**config.mk**
```make
export PLATFORM = sky130hd
export DESIGN_NAME = pamc_ctrl
export DESIGN_NICKNAME = d
export VERILOG_FILES = /design/src/rtl/pamc_pkg.sv /design/src/rtl/pamc_ctrl.sv /design/src/rtl/pamc_sync.sv
export SDC_FILE = /design/constraint.sdc
export NUM_CORES = 1
export LEC_CHECK = 0
export ABC_CLOCK_PERIOD_IN_PS = 3600
export BUFFER_PORTS_ARGS = -buffer_cell sky130_fd_sc_hd__buf_2
export CAP_MARGIN = 20
export CORE_ASPECT_RATIO = 0.75
export CORE_MARGIN = 2
export CORE_UTILIZATION = 52
export DETAILED_ROUTE_END_ITERATION = 8
export GPL_TIMING_DRIVEN = 1
export PLACE_DENSITY = 0.84
export SLEW_MARGIN = 5
export SYNTH_ARGS = -nofsm -noshare
export SYNTH_HDL_FRONTEND = slang
export SYNTH_SLANG_ARGS = --single-unit
```
**constraint.sdc**
```tcl
create_clock -name i_core_clk -period 3.6 [get_ports i_core_clk]
set_input_delay 0.72 -clock i_core_clk [delete_from_list [all_inputs] [get_ports i_core_clk]]
set_output_delay 0.72 -clock i_core_clk [all_outputs]
set_load 0.01 [all_outputs]
```
**src/rtl/pamc_pkg.sv**
```systemverilog
// Purpose: shared constants and types for the asynchronous-mode control decoder
// Assumes: 25 MHz core clock, 16-bit data, 22-bit address
// Notes:   all timing counts derive from printed times and the clock rate
package pamc_pkg;

  // ==========================================================
  // widths
  localparam int unsigned PAMC_DW = 16;  // data pins
  localparam int unsigned PAMC_AW = 22;  // address pins
  localparam int unsigned PAMC_CW = 13;  // counter width

  // ==========================================================
  // timing
  localparam int unsigned PAMC_CLK_MHZ      = 25;   // core clock rate
  localparam int unsigned PAMC_PWRUP_US     = 200;  // least power-up wait, us
  localparam int unsigned PAMC_PREF_NS      = 500;  // least refresh-entry hold, ns
  localparam int unsigned PAMC_CLK_PERIOD_NS = 40;  // clock period, ns
  // least times round up
  localparam int unsigned PAMC_PWRUP_CYC = PAMC_PWRUP_US * PAMC_CLK_MHZ;
  localparam int unsigned PAMC_PREF_CYC  =
    (PAMC_PREF_NS + PAMC_CLK_PERIOD_NS - 1) / PAMC_CLK_PERIOD_NS;

  // ==========================================================
  // mode register fields (address positions)
  localparam int unsigned PAMC_MS_HI  = 15;  // mode select high bit
  localparam int unsigned PAMC_MS_LO  = 14;  // mode select low bit
  localparam int unsigned PAMC_PREF_HI = 4;  // refresh enable high bit
  localparam int unsigned PAMC_PREF_LO = 3;  // refresh enable low bit
  localparam int unsigned PAMC_MR_W   = 18;  // stored width A17..A0

  localparam logic [1:0] PAMC_MS_ASYNC  = 2'h0;  // async page read/write
  localparam logic [1:0] PAMC_MS_SBR    = 2'h1;  // sync read, async write
  localparam logic [1:0] PAMC_MS_SBRW   = 2'h2;  // sync read/write
  localparam logic [1:0] PAMC_PREF_EN   = 2'h2;  // A4=1 A3=0
  localparam logic [17:0] PAMC_MR_RESET = 18'h0_0000;  // default register

  // ==========================================================
  // device states
  typedef enum logic [2:0] {
    PAMC_ST_OFF,     // waiting for select, then mode pin, high
    PAMC_ST_PWRUP,   // power-up wait
    PAMC_ST_NORMAL,  // normal operation
    PAMC_ST_PREF     // partial-array refresh
  } pamc_state_e;

endpackage : pamc_pkg

```
**src/rtl/pamc_ctrl.sv**
```systemverilog
// Purpose: control-pin decoder of a 16-bit pseudo-static memory, async mode
// Assumes: host keeps its own sequencing; pins sampled on the core clock
// Notes:   storage array is outside; this block steers it and the data pins
`timescale 1ns/1ns

// Summary of operation
// - select then mode pin high: power-up
// - normal only after 200 us wait
// - default mode async page, write
// - refresh entry: enable code, pin low
// - mode pin high exits refresh directly
// - clock and address-valid ignored in async
// - wait output high-impedance in async
// - async behaviour when mode bits zero
// - decode read, write, bytes, disable
// - mode bits taken at register set
// - reserved code falls back to default
module pamc_ctrl
  import pamc_pkg::*;
(
  input  wire logic               i_core_clk,         // core clock
  input  wire logic               i_rstn,             // async reset, low
  input  wire logic               i_chip_sel_n,       // chip select pin
  input  wire logic               i_mode_reg_pin_n,   // mode-register pin
  input  wire logic               i_out_en_n,         // output enable pin
  input  wire logic               i_wr_en_n,          // write enable pin
  input  wire logic               i_low_byte_en_n,    // low byte enable
  input  wire logic               i_high_byte_en_n,   // high byte enable
  input  wire logic               i_address_valid_n,  // ignored in async
  input  wire logic               i_mem_clk,          // ignored in async
  input  wire logic [PAMC_AW-1:0] i_addr,             // address pins
  input  wire logic [PAMC_DW-1:0] i_dq,               // data pins in
  output logic      [PAMC_DW-1:0] o_dq,               // data pins out
  output logic      [PAMC_DW-1:0] o_dq_oe,            // data pin drive, per bit
  output logic                    o_wait,             // wait pin out
  output logic                    o_wait_oe,          // wait pin drive
  input  wire logic [PAMC_DW-1:0] i_arr_rdata,        // array read word
  output logic      [PAMC_AW-1:0] o_arr_addr,         // array address
  output logic      [PAMC_DW-1:0] o_arr_wdata,        // array write word
  output logic      [1:0]         o_arr_wr_be,        // array byte writes
  output logic                    o_ready,            // normal operation
  output logic                    o_partial_refresh_mode, // refresh state
  output logic      [1:0]         o_op_mode,          // effective mode select
  output logic                    o_mr_written        // register set pulse
);

  // ==========================================================
  // pin synchronisers
  localparam int unsigned NCTL = 6;  // control pins
  logic [NCTL-1:0] ctl_raw, ctl_s;   // raw and filtered controls
  logic cs_n, mode_pin_n, oe_n, we_n, lo_n, hi_n;  // filtered pins

  assign ctl_raw = {i_chip_sel_n, i_mode_reg_pin_n, i_out_en_n,
                    i_wr_en_n, i_low_byte_en_n, i_high_byte_en_n};

  // controls rest inactive (all high) through reset
  pamc_sync #(.W(NCTL), .RST_V({NCTL{1'b1}})) u_ctl_sync (
    .i_core_clk (i_core_clk),
    .i_rstn     (i_rstn),
    .i_pin      (ctl_raw),
    .o_sync     (ctl_s)
  );
  assign {cs_n, mode_pin_n, oe_n, we_n, lo_n, hi_n} = ctl_s;

  // clock and address-valid pins play no part here
  logic unused_ok;  // keeps the ignored pins visibly unused
  assign unused_ok = i_address_valid_n ^ i_mem_clk;

  // ==========================================================
  // state, counter, mode register
  pamc_state_e          st_q, st_d;      // device state
  logic [PAMC_CW-1:0]   cnt_q, cnt_d;    // wait counter
  logic                 seen_cs_q, seen_cs_d; // select rose before mode pin
  logic [PAMC_MR_W-1:0] mr_q, mr_d;      // mode register
  logic                 mrw_q, mrw_d;    // register set pulse
  logic                 regset_cmd, regset_cmd_q; // register set decode, last
  logic                 pref_code;      // refresh enable code stored

  localparam logic [PAMC_CW-1:0] PWRUP_LAST = PAMC_CW'(PAMC_PWRUP_CYC - 1);
  localparam logic [PAMC_CW-1:0] PREF_LAST  = PAMC_CW'(PAMC_PREF_CYC);

  // register set: select, mode pin, write, both bytes low; output high
  assign regset_cmd = !cs_n && !mode_pin_n && !we_n && !lo_n && !hi_n && oe_n;
  assign pref_code  = (mr_q[PAMC_PREF_HI:PAMC_PREF_LO] == PAMC_PREF_EN);

  // next state
  always_comb begin
    st_d      = st_q;
    cnt_d     = cnt_q;
    seen_cs_d = seen_cs_q;
    mr_d      = mr_q;
    mrw_d     = 1'b0;
    unique case (st_q)
      // select high first, then mode pin high
      PAMC_ST_OFF: begin
        if (!cs_n) begin
          seen_cs_d = 1'b0;
        end else if (mode_pin_n && seen_cs_q) begin
          st_d  = PAMC_ST_PWRUP;
          cnt_d = '0;
        end else if (!mode_pin_n) begin
          seen_cs_d = 1'b1;
        end
      end
      // count the power-up wait; restart if pins drop
      PAMC_ST_PWRUP: begin
        if (cs_n && mode_pin_n) begin
          if (cnt_q == PWRUP_LAST) begin
            st_d = PAMC_ST_NORMAL;
            mr_d = PAMC_MR_RESET;
          end else begin
            cnt_d = cnt_q + PAMC_CW'(1);
          end
        end else begin
          cnt_d = '0;
        end
      end
      // normal: register set, and refresh entry from standby
      PAMC_ST_NORMAL: begin
        if (regset_cmd && !regset_cmd_q) begin
          mr_d  = i_addr[PAMC_MR_W-1:0];
          mrw_d = 1'b1;
        end
        if (cs_n && !mode_pin_n && pref_code) begin
          if (cnt_q == PREF_LAST) begin
            st_d  = PAMC_ST_PREF;
            cnt_d = '0;
          end else begin
            cnt_d = cnt_q + PAMC_CW'(1);
          end
        end else begin
          cnt_d = '0;
        end
      end
      // refresh: mode pin high returns straight to standby
      PAMC_ST_PREF: begin
        if (mode_pin_n) begin
          st_d = PAMC_ST_NORMAL;
        end
      end
      default: begin
        st_d = PAMC_ST_OFF;
      end
    endcase
  end

  // register state
  always_ff @(posedge i_core_clk or negedge i_rstn) begin
    if (!i_rstn) begin
      st_q      <= PAMC_ST_OFF;
      cnt_q     <= '0;
      seen_cs_q <= 1'b0;
      mr_q      <= PAMC_MR_RESET;
      mrw_q     <= 1'b0;
      regset_cmd_q <= 1'b0;
    end else begin
      st_q      <= st_d;
      cnt_q     <= cnt_d;
      seen_cs_q <= seen_cs_d;
      mr_q      <= mr_d;
      mrw_q     <= mrw_d;
      regset_cmd_q <= regset_cmd;
    end
  end

  // ==========================================================
  // effective mode: reserved code gives the default
  logic [1:0] ms;  // effective mode select
  always_comb begin
    ms = mr_q[PAMC_MS_HI:PAMC_MS_LO];
    if (ms != PAMC_MS_SBR && ms != PAMC_MS_SBRW) begin
      ms = PAMC_MS_ASYNC;
    end
  end

  // ==========================================================
  // access decode
  logic               active, async_md;        // selected, normal, async
  logic               rd, wr;                  // decoded access
  logic [1:0]         be;                      // byte lanes, 1 = on
  logic [PAMC_DW-1:0] oe_d, oe_q, dq_q, wd_q;  // pin drive and data
  logic [1:0]         wbe_d, wbe_q;            // write lanes
  logic [PAMC_AW-1:0] addr_q;                  // captured address

  assign async_md = (ms == PAMC_MS_ASYNC);
  assign active   = (st_q == PAMC_ST_NORMAL) && !cs_n && mode_pin_n && async_md;
  assign be       = {!hi_n, !lo_n};
  assign rd       = active && !oe_n && we_n;
  assign wr       = active && !we_n && oe_n;

  // per-lane drive; deselect, disable and register set release all
  always_comb begin
    oe_d  = '0;
    wbe_d = 2'b00;
    if (rd) begin
      oe_d = {{8{be[1]}}, {8{be[0]}}};
    end
    if (wr) begin
      wbe_d = be;
    end
  end

  // register pins and array strobes
  always_ff @(posedge i_core_clk or negedge i_rstn) begin
    if (!i_rstn) begin
      oe_q   <= '0;
      dq_q   <= '0;
      wd_q   <= '0;
      wbe_q  <= 2'b00;
      addr_q <= '0;
    end else begin
      oe_q   <= oe_d;
      dq_q   <= i_arr_rdata;
      wd_q   <= i_dq;
      wbe_q  <= wbe_d;
      addr_q <= i_addr;
    end
  end

  // ==========================================================
  // outputs
  assign o_dq        = dq_q;
  assign o_dq_oe     = oe_q;
  assign o_wait      = 1'b0;
  assign o_wait_oe   = 1'b0;
  assign o_arr_addr  = addr_q;
  assign o_arr_wdata = wd_q;
  assign o_arr_wr_be = wbe_q;
  assign o_ready     = (st_q == PAMC_ST_NORMAL);
  assign o_partial_refresh_mode = (st_q == PAMC_ST_PREF);
  assign o_op_mode   = ms;
  assign o_mr_written = mrw_q;

endmodule : pamc_ctrl

```
**src/rtl/pamc_sync.sv**
```systemverilog
// Purpose: three-stage pin synchroniser with agreement filter
// Assumes: input is asynchronous to i_core_clk
// Notes:   output moves only when stages two and three agree
`timescale 1ns/1ns
module pamc_sync #(
  parameter int unsigned W      = 1,
  parameter logic [W-1:0] RST_V = '0
) (
  input  wire logic         i_core_clk,  // core clock
  input  wire logic         i_rstn,      // async reset, low
  input  wire logic [W-1:0] i_pin,       // raw pins
  output logic      [W-1:0] o_sync       // filtered level
);

  // ==========================================================
  // stages
  logic [W-1:0] s1_q, s2_q, s3_q, out_q;  // chain and held output
  logic [W-1:0] out_d;                    // next output

  // per bit: take the value where stages agree
  always_comb begin
    out_d = out_q;
    for (int b = 0; b < W; b++) begin
      if (s2_q[b] == s3_q[b]) begin
        out_d[b] = s2_q[b];
      end
    end
  end

  // register the chain
  always_ff @(posedge i_core_clk or negedge i_rstn) begin
    if (!i_rstn) begin
      s1_q  <= RST_V;
      s2_q  <= RST_V;
      s3_q  <= RST_V;
      out_q <= RST_V;
    end else begin
      s1_q  <= i_pin;
      s2_q  <= s1_q;
      s3_q  <= s2_q;
      out_q <= out_d;
    end
  end

  assign o_sync = out_q;

endmodule : pamc_sync

```
=== Word-level counts from Yosys, hierarchy flattened ===
Cells that the tools add are included.

* $add $sub $neg: 1
* Eq/ne operators: 25
* Muxes and demuxes: 27
* Reduce and logical (&&, ||, !) cells: 33

{| class="wikitable"
|+ Operator list
! kind !! number
|-
| $mux W13 || 6
|-
| $mux W16 || 4
|-
| $pmux W13 S3 || 1
|-
| $pmux W16 S2 || 1
|-
| $mux W3 || 7
|-
| $logic_and A1 B1 Y1 || 18
|-
| $add A13 B1 Y13 const B || 1
|-
| $eq A13 B13 Y1 const B || 1
|-
| $eq A13 B4 Y1 const B || 1
|-
| $ne A2 B1 Y1 const B || 6
|-
| $ne A2 B2 Y1 const B || 6
|-
| $pmux W3 S4 || 1
|-
| $reduce_and A4 Y1 || 2
|-
| $logic_not A1 Y1 || 7
|-
| $reduce_and A7 Y1 || 1
|-
| $eq A1 B1 Y1 || 6
|-
| $eq A3 B2 Y1 const B || 2
|-
| $mux W1 || 5
|-
| $mux W2 || 2
|-
| $eq A3 B1 Y1 const B || 1
|-
| $logic_not A3 Y1 || 1
|-
| $ne A3 B3 Y1 const B || 1
|-
| $reduce_and A3 Y1 || 1
|-
| $reduce_bool A3 Y1 || 1
|-
| other kinds (3) || 3
|}

* Flip-flop bits (word level): 131

=== Depth between registers and ports, before layout ===
* Depth in word-level cells: 9
* Mapped depth: 9

=== Modules after synthesis ===
Synthesis repeated with hierarchy kept, for this count alone.

* Cells, all modules: 252
* Area, all modules: 3674.8 µm²

{| class="wikitable"
|+ Modules (own cells, without submodules)
! module !! times used !! cells an instance !! area an instance (µm²) !! sequential area each (µm²)
|-
| pamc_ctrl || 1 || 222 || 2976.6 || 2001.9
|-
| pamc_sync || 1 || 30 || 698.2 || 630.6
|}

=== Worst setup path after synthesis ===
Ideal clock, no wire load.

* Kind: reg-to-reg
* Start: register cnt_q[6]
* End: register cnt_q[9]
* Library setup time: 121 ps
* Arrival: 1979 ps
* Data required time: 3479 ps
* Setup slack: 1500 ps
* Stages on the path, launching flop included: 7
* Buffers on the path: 1
* Period minus slack after synthesis: 2100 ps
* Cells stage by stage: dfrtp_1 -> clkbuf_2 -> or4_4 -> nor4_4 -> o32a_2 -> nor2_1 -> a22o_2

* Longest elaborated chain between the ends: 4

{| class="wikitable"
|+ RTL lines
! element !! RTL line !! text
|-
| from (decl) || pamc_ctrl.sv:72 || <nowiki>logic [PAMC_CW-1:0] cnt_q, cnt_d;</nowiki>
|-
| from (signal assigned) || pamc_ctrl.sv:158 || <nowiki>cnt_q <= cnt_d;</nowiki>
|-
| $add A13 B1 Y13 or $eq A13 B4 Y1 (tied branches) || pamc_ctrl.sv:112, pamc_ctrl.sv:129, pamc_ctrl.sv:125 ||
|-
| $mux W13 (on tied branches) || pamc_ctrl.sv:125, pamc_ctrl.sv:108 ||
|-
| $mux W13 (on tied branches) || pamc_ctrl.sv:124, pamc_ctrl.sv:107 ||
|-
| $pmux W13 S3 || pamc_ctrl.sv:93 || <nowiki>unique case (st_q)</nowiki>
|}

Several ways; a longest one is shown, not always the timed one. The select of a mux whose other input is x is not followed.
A chain may end at the register's enable or synchronous reset.

=== Worst setup path after layout ===
* Start: register st_q[0]
* End: register cnt_q[7]

* Longest elaborated chain between the ends: 3

{| class="wikitable"
|+ RTL lines
! element !! RTL line !! text
|-
| from (decl) || pamc_ctrl.sv:71 || <nowiki>pamc_state_e st_q, st_d;</nowiki>
|-
| from (signal assigned) || pamc_ctrl.sv:157 || <nowiki>st_q <= st_d;</nowiki>
|-
| $eq A3 B1 Y1 (tied with other cells) || pamc_ctrl.sv:93 ||
|-
| $ne A3 B3 Y1 (no source line) (tied with other cells) || - ||
|-
| $reduce_and A4 Y1 (no source line) || - ||
|}

Several ways; a longest one is shown, not always the timed one.

==> key figures <==
Run status
  – Status: finished clean

Layout
  – Leading cell types in the layout, fill and taps excluded: 137 x buf_2, 80 x dfrtp_1, 24 x dfstp_2, 15 x nand2_1
  – FILL cells: 525
  – Register Area: 0.00263 mm2
  – Final #Nets: 463
  – Syn-to-layout area delta: 24.2%
  – Multi-input gate area: 891 um2
  – Final instance area: roughly 0.0046 mm2
  – Ant diodes: 0
  – Layout cell share with drive strength beyond 1: between 40 and 50%
  – Most common cell after layout, fill and taps aside: buf_2

Critical path
  – CP Max Fanout: 11
  – Crit path largest cell delay: 0.51 ns
  – CP Capture Type: flop
  – CP Data Required Time: between 3 and 4 ns
  – Crit-path leading delay family: compound AO/OA/AOI/OAI gates
  – Slowest-stage cell, CP: o32ai_2
  – CP cell instances: inv_1, ha_1, nand2_1, o32ai_2, nand2b_1, o311ai_0
  – Nature of the critical path startpoint: flop
  – WP data arrival: 2.58 ns
  – Buffer and inverter count on the worst path: 1
  – Kind of critical path: flop to flop

Clock network
  – CTS H-tree depth: 3
  – CTS max path bufs: 2
  – Buffer count from post-CTS setup fixing: 0
  – Skew-Pair Late Insertion Delay: ~0.35 ns
  – Clock transition at the registers of the reported paths: 0.10 ns
  – CTS Hold Bufs: 0
  – Clock Root Buffer: clkbuf_8
  – Clock sinks: 104
  – CTS buffer count: 9
  – Post-CTS Resized: 0
  – CTS tree: built

Synth
  – Syn Std Cell Area: 0.00371 mm2
  – Post-synthesis cell count: between 200 and 300
  – Top cells by area, synth: dfrtp_1 54%, dfstp_2 17%, buf_4 3.2%
  – Asr flop ratio synth: 100%
  – Synth cell types: 43
  – Synthesized flop and latch total: 104
  – Post-synth top area share: between 50% and 60%
  – Ys Warns: 0
  – Syn Area/Cell: approximately 14 um2
  – Count of flip-flops with a built-in enable after synthesis: 0
  – Cell taking the most area after synthesis: dfrtp_1
  – Register area share after synthesis: 70.9%
  – Most used DFF post-synth: dfrtp_1

STA
  – Clock skew: 0.00574 ns
  – Pins Over Slew Limit: 0
  – Period utilization: between 60 and 70%
  – Period minus WS final: between 2 and 2.5 ns
  – Setup_tns: 0 ns
  – Final setup viols: 0
  – Relative slew slack: around 60%
  – RSZ-0062 raised after global routing: false
  – Max Freq: 428 MHz
  – Final hold vios: 0
  – Slew of the pin with the lowest slew margin: ~0.60 ns

Power
  – Pwr/cell area: between 500 and 600 mW/mm2
  – Power, Total: 2610 uW
  – VDD IR-drop max: 0.323 mV
  – LEAKAGE: 0.00227 uW
  – Share of total power in combinational logic: 22.0%
  – Clk pwr share: approximately 28%
  – Sw power: approximately 760 uW
  – Sw frac: 29.1%
  – Internal Power: 1850 uW
  – Reg power frac: 50.5%

Die
  – Core area: 0.00686 mm2
  – Initial Util: 54.1%
  – Die W: 102 um
  – Die H: 77.2 um
  – Number of I/O pins: about 140
  – Die area: 0.00784 mm2
  – Placement Rows: 26

Routing
  – DRT Pass-1 Iters: 4
  – Via density: 4.75
  – Routed WL: about 6.5 mm
  – Wire length per cell: 13.2 um
  – Initial drt markers: 123
  – Total number of vias: roughly 2,300
  – Post-DRT Antenna Nets: 0
  – DRC: 0

Placement
  – HPWL Detailed: 4.91 mm
  – GPL Wtd Cong: 0.822
  – I/O Buffers: roughly 140
  – Placed cell area: 0.00440 mm2

Global route
  – First-pass GRT wire length: 10.9 mm
  – Gr usage total: 18.1%
  – Vias in the first global route: 2,257
  – Total grt overflow: 0
  – Largest net degree at the start of global routing: 52
  – Antenna violations before repair: 0

Min path
  – Hold Crit Class: input port to asynchronous set/reset pin

Flow run
  – MaxCap Viol Count: 0
[layer usage]
metal,vias to the layer above,wire [um],GRT usage [%]
met2,108,2940,25.2
li1,1141,-,-
met3,5,674,8.66
met4,0,64,6.08
met1,1087,2820,25.1
met5,-,0,0
[per-stage QoR]
stage	hold WS, ns	cells	setup WS (ns)	utilization, %
detailed placement	0.347	477	1.30	64.1
floorplan	0.345	260	1.50	-
global placement	0.347	477	1.28	64.1
global route	0.370	493	0.976	67.2
finish	0.362	493	1.26	67.2
CTS	0.366	493	1.28	67.2
[power by group through the flow]
| stage | Clock (uW) | Sequential, uW | Combinational [uW] |
|---|---|---|---|
| 4_1_cts | 748 | 1320 | 579 |
| 5_1_grt | 791 | 1330 | 642 |
| 6_report | 717 | 1320 | 573 |
| 3_3_place_gp | 0 | 1340 | 563 |
| 3_5_place_dp | 0 | 1340 | 575 |
| 2_1_floorplan | 0 | 1350 | 392 |
[state kept, by name (all words and copies together) (netlist names)]
name,cells
st_q,2
o_arr_wr_be,2
o_dq_oe,2
u_ctl_sync.s1_q,6
mr_q,4
cnt_q,13
u_ctl_sync.s2_q,6
o_mr_written,1
seen_cs_q,1
o_dq,16
regset_cmd_q,1
u_ctl_sync.s3_q,6
o_arr_wdata,16
o_arr_addr,22
u_ctl_sync.o_sync,6
[cell type report]
cell class                 count  share of cell area [%]
inverter                      11                   0.896
clock inverter                 6                    1.74
timing repair buffer         141                    15.5
multi-input combinational    123                    19.3
tap                           98                    2.66
sequential                   104                    57.1
clock buffer                  10                    2.77
[worst reg2reg max path: stages, from the launching register on]
cell and delay, ns:
dfrtp_1 0.41, inv_1 0.13, ha_1 0.41, nand2_1 0.14
o32ai_2 0.51, nand2b_1 0.26, o311ai_0 0.37
[synthesized netlist by cell type (3+ instances only)]
master    number
a21oi_1        4
a21o_1         4
ha_1           9
dfstp_2       24
nand4_1        6
maj3_1         6
nor3_1         6
nor2b_1        3
dfrtp_1       80
o21ai_0        5
o21bai_1       3
nand2_1       15
o31ai_1        3
nand3_1       13
nor2_1        13
a22o_2         5
inv_1         11
buf_4         16
clkbuf_1       3
[cell families after synthesis]
group | Yosys count | share of synthesized area, %
buffers and inverters | 33 | 5.22
and+or+nand+nor | 67 | 9.74
adders and majority gates | 15 | 4.65
other | 1 | 0.101
DFF | 104 | 70.9
AOI/OAI and AO/OA | 37 | 8.86
muxes | 2 | 0.539
[worst paths after layout]
check / from / end / slack (ns) / cells past startpoint
worst min-delay path: i_rstn / o_dq[4]$_DFF_PN0_ / 0.36 / 1
worst min register to register: u_ctl_sync.s1_q[1]$_DFF_PN1_ / u_ctl_sync.s2_q[1]$_DFF_PN1_ / 0.36 / 0
worst max register to register: st_q[0]$_DFFE_PN0P_ / cnt_q[7]$_DFFE_PN0P_ / 1.26 / 6
max in group asynchronous: i_rstn / u_ctl_sync.o_sync[0]$_DFFE_PN1N_ / 2.43 / 2
min in group i_core_clk: u_ctl_sync.s1_q[1]$_DFF_PN1_ / u_ctl_sync.s2_q[1]$_DFF_PN1_ / 0.36 / 0
worst max-delay path: st_q[0]$_DFFE_PN0P_ / cnt_q[7]$_DFFE_PN0P_ / 1.26 / 6
(Power assumes the default switching activity.)
